$ cat src/core/clock_select_map.svh
// Register offsets, field positions, reset values and timing for clock select
`ifndef CLOCK_SELECT_MAP_SVH
`define CLOCK_SELECT_MAP_SVH

`define CS_ADDR_W 8
`define CS_OFF_SOURCE_CTRL 8'h00
`define CS_OFF_CRYSTAL_CTRL 8'h04
`define CS_OFF_STATE 8'h08
`define CS_OFF_EVENT 8'h0c
`define CS_OFF_EVENT_MASK 8'h10
`define CS_OFF_EDGE_COUNT 8'h14

// Source control fields
`define CS_SEL_LSB 0
`define CS_SEL_MSB 1
`define CS_PRECISION_BIT 2
`define CS_PLL_USE_BIT 3
`define CS_DETECT_EN_BIT 4
`define CS_CAN_LSB 5
`define CS_CAN_MSB 6
`define CS_SEL_RESET 2'h0
`define CS_CAN_RESET 2'h0

// Crystal control fields
`define CS_OSC_DISABLE_BIT 0
`define CS_ONE_WIRE_BIT 1
`define CS_OSC_DISABLE_RESET 1'h1
`define CS_ONE_WIRE_RESET 1'h0

// State fields
`define CS_ST_ACTIVE_LSB 0
`define CS_ST_ACTIVE_MSB 1
`define CS_ST_MISSING_BIT 2
`define CS_ST_SWITCHING_BIT 3
`define CS_ST_PLL_BYPASS_BIT 4
`define CS_ST_PIN_A_GPIO_BIT 5
`define CS_ST_PIN_B_GPIO_BIT 6

// Event bits
`define CS_EVENT_W 3
`define CS_EV_MISSING 0
`define CS_EV_SWITCHED 1
`define CS_EV_EDGE_FULL 2

// Edge counter
`define CS_EDGE_W 11
`define CS_EDGE_MAX 11'h7ff
`define CS_EDGE_CLEAR_BIT 0

// Timing
`define CS_CLK_PERIOD_PS 8000
`define CS_SWITCH_GAP_NS 200
`define CS_DETECT_TIMEOUT_NS 1000

`endif

$ cat src/core/clock_select_pkg.sv
// Types shared by the clock source selection logic
package clock_select_pkg;

  typedef enum logic [1:0] {
    src_primary = 2'h0,
    src_backup = 2'h1,
    src_external = 2'h2
  } source_type;

  typedef enum logic [1:0] {
    can_from_sys = 2'h0,
    can_from_external = 2'h1,
    can_from_aux = 2'h2
  } can_source_type;

  typedef struct packed {
    logic [6:0] paddr;
    logic [31:0] pwdata;
  } unused_type;

  typedef struct packed {
    logic osc_power_en;
    logic single_ended;
    logic pin_a_gpio;
    logic pin_b_gpio;
    logic external_resistor_mode;
  } pin_mode_type;

  typedef struct packed {
    logic primary_internal_osc;
    logic backup_ring_osc;
    logic external_crystal_source;
    logic auxiliary_clock_input;
    logic pll_vco_clock;
  } osc_levels_type;

  typedef struct packed {
    logic reference_osc_clock;
    logic system_clock;
    logic can_bit_clock;
    logic pll_bypassed;
  } clock_outs_type;

endpackage

$ cat src/core/clock_source_select.sv
// Reference clock source selection with missing clock fallback and APB regs
`timescale 1ns/1ps
`include "clock_select_map.svh"

module clock_source_select #(
  parameter int SWITCH_GAP_NS = `CS_SWITCH_GAP_NS,
  parameter int DETECT_TIMEOUT_NS = `CS_DETECT_TIMEOUT_NS
) (
  input wire logic pclk,
  input wire logic presetn,
  input wire logic psel,
  input wire logic penable,
  input wire logic pwrite,
  input wire logic [`CS_ADDR_W-1:0] paddr,
  input wire logic [31:0] pwdata,
  output logic [31:0] prdata,
  output logic pready,
  output logic pslverr,
  input wire clock_select_pkg::osc_levels_type osc_in,
  output clock_select_pkg::clock_outs_type clk_out,
  output clock_select_pkg::pin_mode_type pin_mode,
  output logic backup_to_watchdog,
  output logic irq
);
  import clock_select_pkg::*;

  localparam int GAP_CYCLES_RAW =
    (SWITCH_GAP_NS * 1000 + `CS_CLK_PERIOD_PS - 1) / `CS_CLK_PERIOD_PS;
  localparam int GAP_CYCLES = GAP_CYCLES_RAW < 1 ? 1 : GAP_CYCLES_RAW;
  localparam int DETECT_CYCLES_RAW =
    (DETECT_TIMEOUT_NS * 1000) / `CS_CLK_PERIOD_PS;
  localparam int DETECT_CYCLES =
    DETECT_CYCLES_RAW < 1 ? 1 : DETECT_CYCLES_RAW;
  localparam int CNT_W = 16;

  typedef enum {st_run, st_gap} switch_state_type;

  // Decode source field; any unknown code falls back to the primary source
  function automatic source_type decode_source(input logic [1:0] code);
    unique case (code)
      2'h1: decode_source = src_backup;
      2'h2: decode_source = src_external;
      default: decode_source = src_primary;
    endcase
  endfunction

  function automatic logic level_of(input source_type s,
                                    input osc_levels_type lv);
    unique case (s)
      src_backup: level_of = lv.backup_ring_osc;
      src_external: level_of = lv.external_crystal_source;
      default: level_of = lv.primary_internal_osc;
    endcase
  endfunction

  logic [1:0] sel_code_reg;
  logic precision_resistor_select_reg;
  logic pll_use_reg;
  logic detect_enable_reg;
  logic [1:0] can_code_reg;
  logic oscillator_disable_reg;
  logic one_wire_clock_choice_reg;
  logic [`CS_EVENT_W-1:0] event_reg;
  logic [`CS_EVENT_W-1:0] event_mask_reg;
  logic [`CS_EDGE_W-1:0] edge_count_reg;
  logic crystal_prev_reg;
  logic ref_prev_reg;
  logic missing_reg;
  logic [CNT_W-1:0] detect_count_reg;
  logic [CNT_W-1:0] gap_count_reg;
  switch_state_type state_reg;
  source_type active_reg;
  source_type target_reg;
  logic gate_on_reg;
  logic [31:0] prdata_reg;
  logic pslverr_reg;
  clock_outs_type clk_out_reg;

  logic setup_phase;
  logic wr_access;
  logic addr_known;
  logic sel_wr;
  logic crystal_wr;
  logic state_wr;
  logic event_wr;
  logic mask_wr;
  logic edge_wr;
  source_type wanted;
  logic ref_level;
  logic ref_edge;
  logic crystal_edge;
  logic missing_detect;
  logic switch_done;
  logic edge_full_event;
  logic [`CS_EVENT_W-1:0] event_set;
  logic [31:0] read_value;
  can_source_type can_sel;

  assign setup_phase = psel && !penable;
  assign wr_access = psel && penable && pwrite;
  assign sel_wr = wr_access && paddr == `CS_OFF_SOURCE_CTRL;
  assign crystal_wr = wr_access && paddr == `CS_OFF_CRYSTAL_CTRL;
  assign state_wr = wr_access && paddr == `CS_OFF_STATE;
  assign event_wr = wr_access && paddr == `CS_OFF_EVENT;
  assign mask_wr = wr_access && paddr == `CS_OFF_EVENT_MASK;
  assign edge_wr = wr_access && paddr == `CS_OFF_EDGE_COUNT;
  assign addr_known = paddr == `CS_OFF_SOURCE_CTRL ||
    paddr == `CS_OFF_CRYSTAL_CTRL || paddr == `CS_OFF_STATE ||
    paddr == `CS_OFF_EVENT || paddr == `CS_OFF_EVENT_MASK ||
    paddr == `CS_OFF_EDGE_COUNT;

  // Missing clock forces backup; otherwise software choice
  assign wanted = missing_reg ? src_backup :
    decode_source(sel_code_reg);
  assign can_sel = can_source_type'(can_code_reg);

  // Software registers
  always_ff @(posedge pclk or negedge presetn) begin
    if (!presetn) begin
      sel_code_reg <= `CS_SEL_RESET;
      precision_resistor_select_reg <= 1'b0;
      pll_use_reg <= 1'b0;
      detect_enable_reg <= 1'b0;
      can_code_reg <= `CS_CAN_RESET;
    end else if (sel_wr) begin
      sel_code_reg <= pwdata[`CS_SEL_MSB:`CS_SEL_LSB];
      precision_resistor_select_reg <= pwdata[`CS_PRECISION_BIT];
      pll_use_reg <= pwdata[`CS_PLL_USE_BIT];
      detect_enable_reg <= pwdata[`CS_DETECT_EN_BIT];
      can_code_reg <= pwdata[`CS_CAN_MSB:`CS_CAN_LSB];
    end
  end

  always_ff @(posedge pclk or negedge presetn) begin
    if (!presetn) begin
      oscillator_disable_reg <= `CS_OSC_DISABLE_RESET;
      one_wire_clock_choice_reg <= `CS_ONE_WIRE_RESET;
    end else if (crystal_wr) begin
      oscillator_disable_reg <= pwdata[`CS_OSC_DISABLE_BIT];
      one_wire_clock_choice_reg <= pwdata[`CS_ONE_WIRE_BIT];
    end
  end

  always_ff @(posedge pclk or negedge presetn) begin
    if (!presetn) begin
      event_mask_reg <= '0;
    end else if (mask_wr) begin
      event_mask_reg <= pwdata[`CS_EVENT_W-1:0];
    end
  end

  // Crystal input edge counter, saturating; a write with the clear bit set clears
  assign crystal_edge = osc_in.external_crystal_source && !crystal_prev_reg;
  assign edge_full_event = crystal_edge &&
    !(edge_wr && pwdata[`CS_EDGE_CLEAR_BIT]) &&
    edge_count_reg == `CS_EDGE_MAX - `CS_EDGE_W'(1);

  always_ff @(posedge pclk or negedge presetn) begin
    if (!presetn) begin
      crystal_prev_reg <= 1'b0;
      edge_count_reg <= '0;
    end else begin
      crystal_prev_reg <= osc_in.external_crystal_source;
      if (edge_wr && pwdata[`CS_EDGE_CLEAR_BIT]) begin
        edge_count_reg <= '0;
      end else if (crystal_edge && edge_count_reg != `CS_EDGE_MAX) begin
        edge_count_reg <= edge_count_reg + `CS_EDGE_W'(1);
      end
    end
  end

  // Missing clock detector watches the active non-backup reference
  assign ref_level = level_of(active_reg, osc_in);
  assign ref_edge = ref_level && !ref_prev_reg;
  assign missing_detect = detect_enable_reg && !missing_reg &&
    state_reg == st_run && active_reg != src_backup &&
    detect_count_reg == CNT_W'(DETECT_CYCLES);

  always_ff @(posedge pclk or negedge presetn) begin
    if (!presetn) begin
      ref_prev_reg <= 1'b0;
      detect_count_reg <= '0;
    end else begin
      ref_prev_reg <= ref_level;
      if (ref_edge || state_reg != st_run || !detect_enable_reg) begin
        detect_count_reg <= '0;
      end else if (detect_count_reg != CNT_W'(DETECT_CYCLES)) begin
        detect_count_reg <= detect_count_reg + CNT_W'(1);
      end
    end
  end

  // Missing latch holds until software writes one to its state bit
  always_ff @(posedge pclk or negedge presetn) begin
    if (!presetn) begin
      missing_reg <= 1'b0;
    end else if (missing_detect) begin
      missing_reg <= 1'b1;
    end else if (state_wr && pwdata[`CS_ST_MISSING_BIT]) begin
      missing_reg <= 1'b0;
    end
  end

  // Break before make: gate closes, gap elapses, new source opens
  assign switch_done = state_reg == st_gap &&
    gap_count_reg == CNT_W'(GAP_CYCLES - 1);

  always_ff @(posedge pclk or negedge presetn) begin
    if (!presetn) begin
      state_reg <= st_run;
      active_reg <= src_primary;
      target_reg <= src_primary;
      gate_on_reg <= 1'b1;
      gap_count_reg <= '0;
    end else begin
      unique case (state_reg)
        st_run: begin
          if (wanted != active_reg && !ref_level) begin
            state_reg <= st_gap;
            target_reg <= wanted;
            gate_on_reg <= 1'b0;
            gap_count_reg <= '0;
          end
        end
        st_gap: begin
          if (switch_done) begin
            state_reg <= st_run;
            active_reg <= target_reg;
            gate_on_reg <= 1'b1;
          end else begin
            gap_count_reg <= gap_count_reg + CNT_W'(1);
          end
        end
      endcase
    end
  end

  // Clock outputs from flip-flops; PLL bypassed on missing clock
  always_ff @(posedge pclk or negedge presetn) begin
    if (!presetn) begin
      clk_out_reg <= '0;
    end else begin
      clk_out_reg.reference_osc_clock <= gate_on_reg && ref_level;
      clk_out_reg.pll_bypassed <= !pll_use_reg || missing_reg;
      if (pll_use_reg && !missing_reg) begin
        clk_out_reg.system_clock <= osc_in.pll_vco_clock;
      end else begin
        clk_out_reg.system_clock <= gate_on_reg && ref_level;
      end
      unique case (can_sel)
        can_from_external:
          clk_out_reg.can_bit_clock <= osc_in.external_crystal_source;
        can_from_aux:
          clk_out_reg.can_bit_clock <= osc_in.auxiliary_clock_input;
        default:
          clk_out_reg.can_bit_clock <= gate_on_reg && ref_level;
      endcase
    end
  end

  assign clk_out = clk_out_reg;
  // Backup always feeds the watchdog output; the missing clock detector does not use it
  assign backup_to_watchdog = osc_in.backup_ring_osc;

  // Crystal pin functions
  always_comb begin
    pin_mode.osc_power_en = !oscillator_disable_reg;
    pin_mode.single_ended = one_wire_clock_choice_reg;
    pin_mode.external_resistor_mode = precision_resistor_select_reg;
    pin_mode.pin_a_gpio = oscillator_disable_reg &&
      !one_wire_clock_choice_reg && !precision_resistor_select_reg;
    pin_mode.pin_b_gpio = oscillator_disable_reg ||
      one_wire_clock_choice_reg;
  end

  // Events: set wins over a same-cycle write-one clear
  assign event_set[`CS_EV_MISSING] = missing_detect;
  assign event_set[`CS_EV_SWITCHED] = switch_done;
  assign event_set[`CS_EV_EDGE_FULL] = edge_full_event;

  always_ff @(posedge pclk or negedge presetn) begin
    if (!presetn) begin
      event_reg <= '0;
    end else if (event_wr) begin
      event_reg <= (event_reg & ~pwdata[`CS_EVENT_W-1:0]) | event_set;
    end else begin
      event_reg <= event_reg | event_set;
    end
  end

  assign irq = |(event_reg & event_mask_reg);

  // Read mux
  always_comb begin
    read_value = '0;
    unique case (paddr)
      `CS_OFF_SOURCE_CTRL: begin
        read_value[`CS_SEL_MSB:`CS_SEL_LSB] = sel_code_reg;
        read_value[`CS_PRECISION_BIT] = precision_resistor_select_reg;
        read_value[`CS_PLL_USE_BIT] = pll_use_reg;
        read_value[`CS_DETECT_EN_BIT] = detect_enable_reg;
        read_value[`CS_CAN_MSB:`CS_CAN_LSB] = can_code_reg;
      end
      `CS_OFF_CRYSTAL_CTRL: begin
        read_value[`CS_OSC_DISABLE_BIT] = oscillator_disable_reg;
        read_value[`CS_ONE_WIRE_BIT] = one_wire_clock_choice_reg;
      end
      `CS_OFF_STATE: begin
        read_value[`CS_ST_ACTIVE_MSB:`CS_ST_ACTIVE_LSB] = active_reg;
        read_value[`CS_ST_MISSING_BIT] = missing_reg;
        read_value[`CS_ST_SWITCHING_BIT] = state_reg == st_gap;
        read_value[`CS_ST_PLL_BYPASS_BIT] = clk_out_reg.pll_bypassed;
        read_value[`CS_ST_PIN_A_GPIO_BIT] = pin_mode.pin_a_gpio;
        read_value[`CS_ST_PIN_B_GPIO_BIT] = pin_mode.pin_b_gpio;
      end
      `CS_OFF_EVENT: read_value[`CS_EVENT_W-1:0] = event_reg;
      `CS_OFF_EVENT_MASK: read_value[`CS_EVENT_W-1:0] = event_mask_reg;
      `CS_OFF_EDGE_COUNT: read_value[`CS_EDGE_W-1:0] = edge_count_reg;
      default: read_value = '0;
    endcase
  end

  // Read data and error captured in setup, presented in the access phase
  always_ff @(posedge pclk or negedge presetn) begin
    if (!presetn) begin
      prdata_reg <= '0;
      pslverr_reg <= 1'b0;
    end else if (setup_phase) begin
      prdata_reg <= pwrite ? 32'h0000_0000 : read_value;
      pslverr_reg <= !addr_known;
    end
  end

  assign prdata = prdata_reg;
  assign pslverr = pslverr_reg && psel && penable;
  assign pready = 1'b1;

endmodule

$ cat config.mk
export PLATFORM = sky130hd
export DESIGN_NAME = clock_source_select
export DESIGN_NICKNAME = d
export VERILOG_FILES = /design/src/core/clock_select_pkg.sv /design/src/core/clock_source_select.sv
export VERILOG_INCLUDE_DIRS = /design/src /design/src/core
export SDC_FILE = /design/constraint.sdc
export NUM_CORES = 1
export LEC_CHECK = 0
export CAP_MARGIN = 20
export CORE_ASPECT_RATIO = 1.4
export CORE_MARGIN = 8
export CORE_UTILIZATION = 60
export DETAILED_ROUTE_END_ITERATION = 16
export DONT_BUFFER_PORTS = 1
export GPL_ROUTABILITY_DRIVEN = 0
export PLACE_DENSITY = 0.76
export SLEW_MARGIN = 20
export SYNTH_ARGS = -nofsm -noshare
export SYNTH_HDL_FRONTEND = slang
export SYNTH_SLANG_ARGS = --single-unit
export TNS_END_PERCENT = 100
$ cat constraint.sdc
create_clock -name pclk -period 2.7 [get_ports pclk]
set_clock_uncertainty 0.1 [all_clocks]
set_input_delay 0.54 -clock pclk [delete_from_list [all_inputs] [get_ports pclk]]
set_output_delay 0.54 -clock pclk [all_outputs]
set_load 0.05 [all_outputs]
# --- Word-level counts from Yosys, hierarchy flattened ---
# Index checks and enable logic that the tools add are counted.
totals:
  register_bits: 135
  latch_bits: 0
  mem_bits_rw: 0
  romBits: 0
  in_bits: 50
  output_inout_bits: 45
  wordCells: 143
  mem_count: 0
classes:
  n_addsub: 3
  n_mul: 0
  n_div: 0
  order_cmp: 0
  n_eq_ne: 23
  n_shift: 0
  mux: 26
  bitwise: 5
  reduce_logical: 61
op_table:
  columns: ["cell", "n"]
  rows:
  - ["$logic_not 32->1", 2]
  - ["$mux 16", 4]
  - ["$mux 32", 2]
  - ["$pmux 32 s2", 1]
  - ["$mux 11", 3]
  - ["$add 16x1->16 const B", 2]
  - ["$eq 32x1->1 const B", 1]
  - ["$eq 32x2->1 const B", 1]
  - ["$pmux 16 s2", 1]
  - ["$reduce_bool 32->1", 1]
  - ["$logic_and 1x1->1", 28]
  - ["$eq 16x5->1 const B", 1]
  - ["$eq 16x7->1 const B", 1]
  - ["$eq 8x4->1 const B", 2]
  - ["$eq 8x5->1 const B", 2]
  - ["$ne 16x7->1 const B", 1]
  - ["$logic_not 1->1", 12]
  - ["$pmux 2 s6", 1]
  - ["$pmux 4 s3", 1]
  - ["$add 11x1->11 const B", 1]
  - ["$eq 11x11->1 const B", 1]
  - ["$ne 11x11->1 const B", 1]
  - ["$logic_or 1x1->1", 9]
  - ["$eq 8x3->1 const B", 1]
  - ["other kinds (19)", 38]

# --- Logic depth before layout (Yosys ltp) ---
# Gate-level depths: netlist of run 1.
logic_depth:
  depth_word: 9
  mapped_depth: 7

# --- Worst setup path after synthesis of run 1 ---
# No wires, ideal clock.
synth_path:
  path_kind: "flip-flop to flip-flop"
  from: "register oscillator_disable_reg"
  to: "register prdata_reg[5] (netlist: prdata[5])"
  setup_time_ps: 78
  arrival_ps: 2247
  path_slack_ps: 275
  path_stages_with_launch: 5
  path_buffers: 0
  synth_period_minus_slack_ps: 2425
  cell_sequence: "dfstp_2 > nor3b_1 > mux2i_1 > o21a_1 > a21oi_1"
synth_rtl:
  columns: ["item", "line", "rtl"]
  rows:
  - ["from (decl)", "clock_source_select.sv:61", "logic oscillator_disable_reg;"]
  - ["from (signal assigned)", "clock_source_select.sv:136", "oscillator_disable_reg <= `CS_OSC_DISABLE_RESET;"]
  - ["from (signal assigned)", "clock_source_select.sv:139", "oscillator_disable_reg <= pwdata[`CS_OSC_DISABLE_BIT];"]
  - ["to (signal assigned)", "clock_source_select.sv:329", "prdata_reg <= pwrite ? 32'h0000_0000 : read_value;"]
  - ["to (decl)", "clock_source_select.sv:75", "logic [31:0] prdata_reg;"]

# --- Final worst setup path of run 1 ---
layout_path:
  from: "register gap_count_reg[0]"
  to: "register gap_count_reg[3]"
layout_between:
  elab_chain_len: 4
  word_cells_on_any_way: 7
layout_lines:
  columns: ["item", "line", "rtl"]
  rows:
  - ["from (decl)", "clock_source_select.sv:70", "logic [CNT_W-1:0] gap_count_reg;"]
  - ["from (signal assigned)", "clock_source_select.sv:231", "gap_count_reg <= gap_count_reg + CNT_W'(1);"]
  - ["branches (longest 4 deep; another with $add 16x1->16)", null, null]
# Parallel ways; which one is timed is not known. The select of a mux whose other input is x is not followed.
# A chain may end at the register's enable or synchronous reset.

==> run_results.csv, run 1 <==
group,metric,value,unit
run_status,status,"complete, no violations",
synth,syn_inst,475,
synth,ys_ff_latch,83,
timing,maxSlewHeadroom,0.5302,
clocking,cts_tree,"done",
floorplan,die_w,91.34,um
layout,fin_area,5061,um2
clocking,clockBufferDepth,2,
route,drtIter0Drc,186,
power,power_leakage,2.177,nW
power,p_per_area,511.6,nW/um2
grt,grt_usage,0.1991,
worst_setup_path,critPathMaxFanout,11,
worst_setup_path,endpoint,"gap_count_reg[3]$_DFFE_PN0P_",
floorplan,initial_utilization,0.6151,
flow_run,cap_violations,0,
worst_setup_path,critPathTopFamily,"compound AO/OA/AOI/OAI gates",
layout,final_nets,542,
layout,final_cell_mix,"dfrtp_1 (81), inv_1 (29), nand2_1 (29), nand3_1 (29), o21ai_0 (26)",
grt,grt_pass1_vias,3694,
route,vias,3575,
clocking,insertion_delay,370,ps
layout,area_delta_synth_final,6.168,%
floorplan,std_cell_rows,38,
synth,synth_warnings,0,
worst_setup_path,r2r_cells,6,
worst_setup_path,worstSetupPathType,"register to register",
route,wl_per_cell,17.29,um
synth,ys_types,74,
layout,drive_gt1_frac,0.1602,
clocking,cts_sinks,83,
worst_setup_path,cp.depth,6,
synth,postSynth.asyncResetShare,1.000,
route,first_pass_iters,4,
grt,antenna_found_initial,0,
clocking,htreeDepth,3,
floorplan,die_y,121.5,um
grt,grt_max_degree,84,
synth,ys_seq_area_frac,0.4362,
worst_setup_path,startpoint_type,"register",
timing,setup_viol,0,
floorplan,die_area,11090,um2
worst_setup_path,critPathMaxStageDelay,550,ps
timing,rsz0062_at_grt,"no",
timing,fmax,444.8,MHz
layout,fillers,596,
min_path,hp-class,"primary input to register",
place,portBuffers,0,
clocking,cts.clk_slew.worst_paths,80,ps
synth,synth_area,4767,um2
synth,synth_ff_type,"dfrtp_1",
worst_setup_path,worstSetupEndpointType,"register",
synth,avgSynthCellArea,10.04,um2
worst_setup_path,crit_path_start,"gap_count_reg[0]$_DFFE_PN0P_",
layout,diodes,0,
floorplan,fp.coreArea,7750,um2
min_path,hold_start,"osc_in[2]",
power,power,2.589,mW
synth,synth_edf_count,0,
timing,finalCritPeriodShare,0.8326,
route,route.detailed.drc,0,
power,ir_worst_vdd,0.3959,mV
worst_setup_path,r2r_slack,450,ps
floorplan,pin_count,95,
route,wl,10.15,mm
grt,grt_pass1_wl,17.87,mm
timing,hold_viol,0,
worst_setup_path,crit_arrival,2430,ps
worst_setup_path,slowest_stage,"or4b_1",
worst_setup_path,path_cells,"inv_1, ha_1, or4b_1, o41ai_4, o31ai_4, o221ai_1",
worst_setup_path,crit_buf_inv,1,
place,dpl-instance-area,4816,um2
worst_setup_path,crit_required,2880,ps
timing,tightest_slew,704.7,ps
layout,layout_commonest_cell,"dfrtp_1",
route,via_per_inst,6.090,
route,ant_nets,0,
clocking,cts-root-buf,"clkbuf_8",
place,dpl.hpwl,7.523,mm
worst_setup_path,r2r_end,"gap_count_reg[3]$_DFFE_PN0P_",
clocking,cts_setup_buffers,0,
timing,final_max_slew_viol_count,0,
timing,final.setup.tns,0,ps
worst_setup_path,r2r_start,"gap_count_reg[0]$_DFFE_PN0P_",
clocking,numCtsBuffers,9,
timing,min_period,2248,ps
grt,gr-total-overflow,0,
==> metal layers <==
| metal | routed length (um) | vias to the layer above | global-route usage |
|---|---|---|---|
| met5 | 0 | - | 0 |
| met4 | 233 | 0 | 0.1110 |
| met3 | 535 | 17 | 0.03591 |
| met2 | 5274 | 83 | 0.3508 |
| met1 | 4105 | 1755 | 0.2217 |
| li1 | - | 1720 | - |
==> synthesized netlist by cell type, types with 11 or more instances <==
library cell | instances | area, um2
and3_1 | 11 | 68.82
buf_4 | 26 | 195.2
dfrtp_1 | 81 | 2027
inv_1 | 29 | 108.9
mux2_2 | 17 | 191.4
mux2i_1 | 11 | 110.1
nand2_1 | 29 | 108.9
nand3_1 | 29 | 145.1
nor2_1 | 24 | 90.09
o21ai_0 | 26 | 130.1
xnor2_1 | 15 | 131.4
==> final cells by class <==
type | count | area [um2] | area share
clock buffer | 10 | 127.6 | 0.02522
clock inverter | 6 | 80.08 | 0.01582
inverter | 29 | 108.9 | 0.02151
multi-input combinational | 344 | 2405 | 0.4752
sequential | 83 | 2079 | 0.4109
tap | 100 | 125.1 | 0.02472
timing repair buffer | 15 | 135.1 | 0.02670
==> worst min-delay path by stage <==
stage | cells after the start | endpoint
floorplan | 0 | active_reg[0]$_DFFE_PN0P_
global placement | 0 | edge_count_reg[7]$_DFFE_PN0P_
detailed placement | 0 | edge_count_reg[7]$_DFFE_PN0P_
CTS | 0 | crystal_prev_reg$_DFF_PN0_
global route | 0 | crystal_prev_reg$_DFF_PN0_
finish | 0 | crystal_prev_reg$_DFF_PN0_
==> through the flow <==
stage	hold slack, ps	instances	utilization	setup slack, ps
CTS	75.85	587	0.6531	431.4
global placement	146.9	569	0.6203	202.2
floorplan	144.4	495	-	275.0
detailed placement	146.7	569	0.6214	445.3
global route	72.24	587	0.6531	238.8
finish	91.21	587	0.6531	452.0
==> where the power goes <==
group	total, mW	leakage, nW	internal [mW]	switching (mW)
Combinational	0.258	0.981	0.0809	0.177
Sequential	1.38	1.09	1.29	0.0896
Clock	0.951	0.110	0.514	0.437
Total	2.59	2.18	1.89	0.704
==> worst register-to-register path: stages (launching register included) <==
cell and delay [ps]:
dfrtp_1 390, inv_1 120, ha_1 160, or4b_1 550, o41ai_4 360, o31ai_4 260, o221ai_1 230
==> kinds of logic after synthesis <==
logic type / Yosys count / share of synthesized area
muxes: 28 / 0.06325
DFF: 83 / 0.4362
buffers and inverters: 68 / 0.07795
adders and majority gates: 10 / 0.02625
xor gates and xnor gates: 16 / 0.02940
and+or+nand+nor: 171 / 0.2034
other: 2 / 0.001575
AOI/OAI and AO/OA: 97 / 0.1619
==> timing repair <==
action                                 CTS  global route
resized for setup                        0             0
hold buffers                             2             0
endpoints found under the hold margin   83             0
No activity file was read; power rests on OpenSTA's default activity.
==> run 2: changes to the inputs <==
clock period = 2.3 ns   (was 2.7 ns; I/O delays follow)
==> run 2 against run 1 <==
Net effect:
- the flow now finishes with violations (hold timing)
- utilization rose by 0.63 points
- via count up 0.84%
- cell area grew 0.96%
- highest routed layer unchanged
==> run_results.csv, run 2 (same netlist as run 1, synthesis figures left out) <==
group,metric,value,unit
layout,final_nets,550,
clocking,cts_sinks,83,
grt,antenna_found_initial,0,
clocking,cts_setup_buffers,0,
timing,finalCritPeriodShare,0.9784,
layout,fin_area,5110,um2
route,route.detailed.drc,0,
clocking,numCtsBuffers,9,
layout,diodes,0,
layout,area_delta_synth_final,7.192,%
worst_setup_path,crit_arrival,2400,ps
timing,hold-worst-slack,-323.7,ps
route,wl,10.36,mm
route,via_per_inst,6.059,
flow_run,cap_violations,0,
worst_setup_path,worstSetupEndpointType,"register",
route,first_pass_iters,4,
floorplan,std_cell_rows,38,
layout,final_cell_mix,"dfrtp_1 (81), inv_1 (29), nand2_1 (29), nand3_1 (29), o21ai_0 (26)",
layout,drive_gt1_frac,0.1677,
min_path,hp-class,"primary input to async pin",
floorplan,die_y,121.5,um
worst_setup_path,worstSetupPathType,"register to register",
timing,min_period,2250,ps
clocking,cts-root-buf,"clkbuf_8",
place,dpl-instance-area,4887,um2
floorplan,die_w,91.34,um
grt,gr-total-overflow,0,
timing,hold_viol,83,
place,dpl.hpwl,7.694,mm
layout,seqCellArea,2079,um2
power,power_leakage,2.211,nW
clocking,clockBufferDepth,2,
grt,grt_pass1_wl,17.37,mm
layout,multi_input_area,2405,um2
worst_setup_path,crit_required,2450,ps
timing,final_max_slew_viol_count,0,
power,power,3.017,mW
grt,grt_pass1_vias,3561,
timing,fmax,444.4,MHz
clocking,insertion_delay,370,ps
route,drtIter0Drc,168,
grt,grt_usage,0.1936,
layout,fillers,619,
run_status,status,"finished with violations",
floorplan,fp.coreArea,7750,um2
timing,maxSlewHeadroom,0.5420,
route,ant_nets,0,
power,p_per_area,590.5,nW/um2
floorplan,die_area,11090,um2
clocking,htreeDepth,3,
clocking,cts.clk_slew.worst_paths,90,ps
timing,finalWorstSetupSlack,49.72,ps
place,place_ws,90.02,ps
run_status,violations,"hold timing",
timing,tightest_slew,669.7,ps
power,ir_worst_vdd,0.4709,mV
floorplan,initial_utilization,0.6151,
timing,setup_viol,0,
route,wl_per_cell,17.41,um
clocking,cts_tree,"done",
grt,grt_max_degree,84,
route,vias,3605,
worst_setup_path,startpoint_type,"register",
place,portBuffers,0,
worst_setup_path,critPathMaxFanout,4,
layout,layout_commonest_cell,"dfrtp_1",
floorplan,pin_count,95,
[run 2: cell type report]
| type | instances | area share |
|---|---|---|
| inverters | 29 | 0.02130 |
| multi-input cells | 344 | 0.4706 |
| clock inverters | 3 | 0.01273 |
| repair buffers | 23 | 0.03673 |
| clock buffers | 13 | 0.02718 |
| flip-flops and latches | 83 | 0.4070 |
| well taps | 100 | 0.02449 |
[run 2: path summary, 6_finish.rpt]
path	startpoint	end	slack, ps	depth (start not counted)
max in group asynchronous	presetn	gate_on_reg$_DFFE_PN1P_	2210	0
min in group pclk	pwdata[0]	oscillator_disable_reg$_DFFE_PN1P_	140	2
hold / removal	presetn	prdata[10]$_DFFE_PN0P_	-320	0
setup reg to reg	gap_count_reg[0]$_DFFE_PN0P_	active_reg[0]$_DFFE_PN0P_	50	6
setup / recovery	gap_count_reg[0]$_DFFE_PN0P_	active_reg[0]$_DFFE_PN0P_	50	6
hold reg to reg	gate_on_reg$_DFFE_PN1P_	gate_on_reg$_DFFE_PN1P_	390	2
[run 2: timing repair]
| item | 4_1_cts | 5_1_grt |
|---|---|---|
| endpoints found under the hold margin | 83 | 84 |
| gates resized for setup | 0 | 1 |
| endpoints found under the setup margin | 0 | 6 |
[run 2: metal layers]
metal,part of all wire,vias to the layer above,GRT usage,routed length (um)
met5,0,-,0,0
met4,0.019,0,0.07194,193
met3,0.051,12,0.05325,525
met2,0.52,82,0.3394,5382
met1,0.41,1784,0.2193,4259
li1,-,1727,-,-
[run 2: stage by stage]
| step | cells | util | setup TNS (ps) |
|---|---|---|---|
| finish | 595 | 0.6593 | 0 |
| global route | 595 | 0.6593 | -4.002 |
| CTS | 594 | 0.6569 | 0 |
| detailed placement | 578 | 0.6306 | 0 |
| global placement | 578 | 0.6306 | 0 |
| floorplan | 495 | - | 0 |
[run 2: critical path, stage by stage (launching register included)]
cell and delay (ps):
dfrtp_1 390, inv_1 110, ha_1 140, or4b_1 550, nor4_1 320, nand2_1 220, mux2_2 310
[run 2: report_power, final]
part / switching (mW) / total, mW / internal, mW
sequential: 0.110 / 1.63 / 1.52
clock: 0.504 / 1.12 / 0.612
combinational: 0.185 / 0.275 / 0.0909
total: 0.799 / 3.02 / 2.22
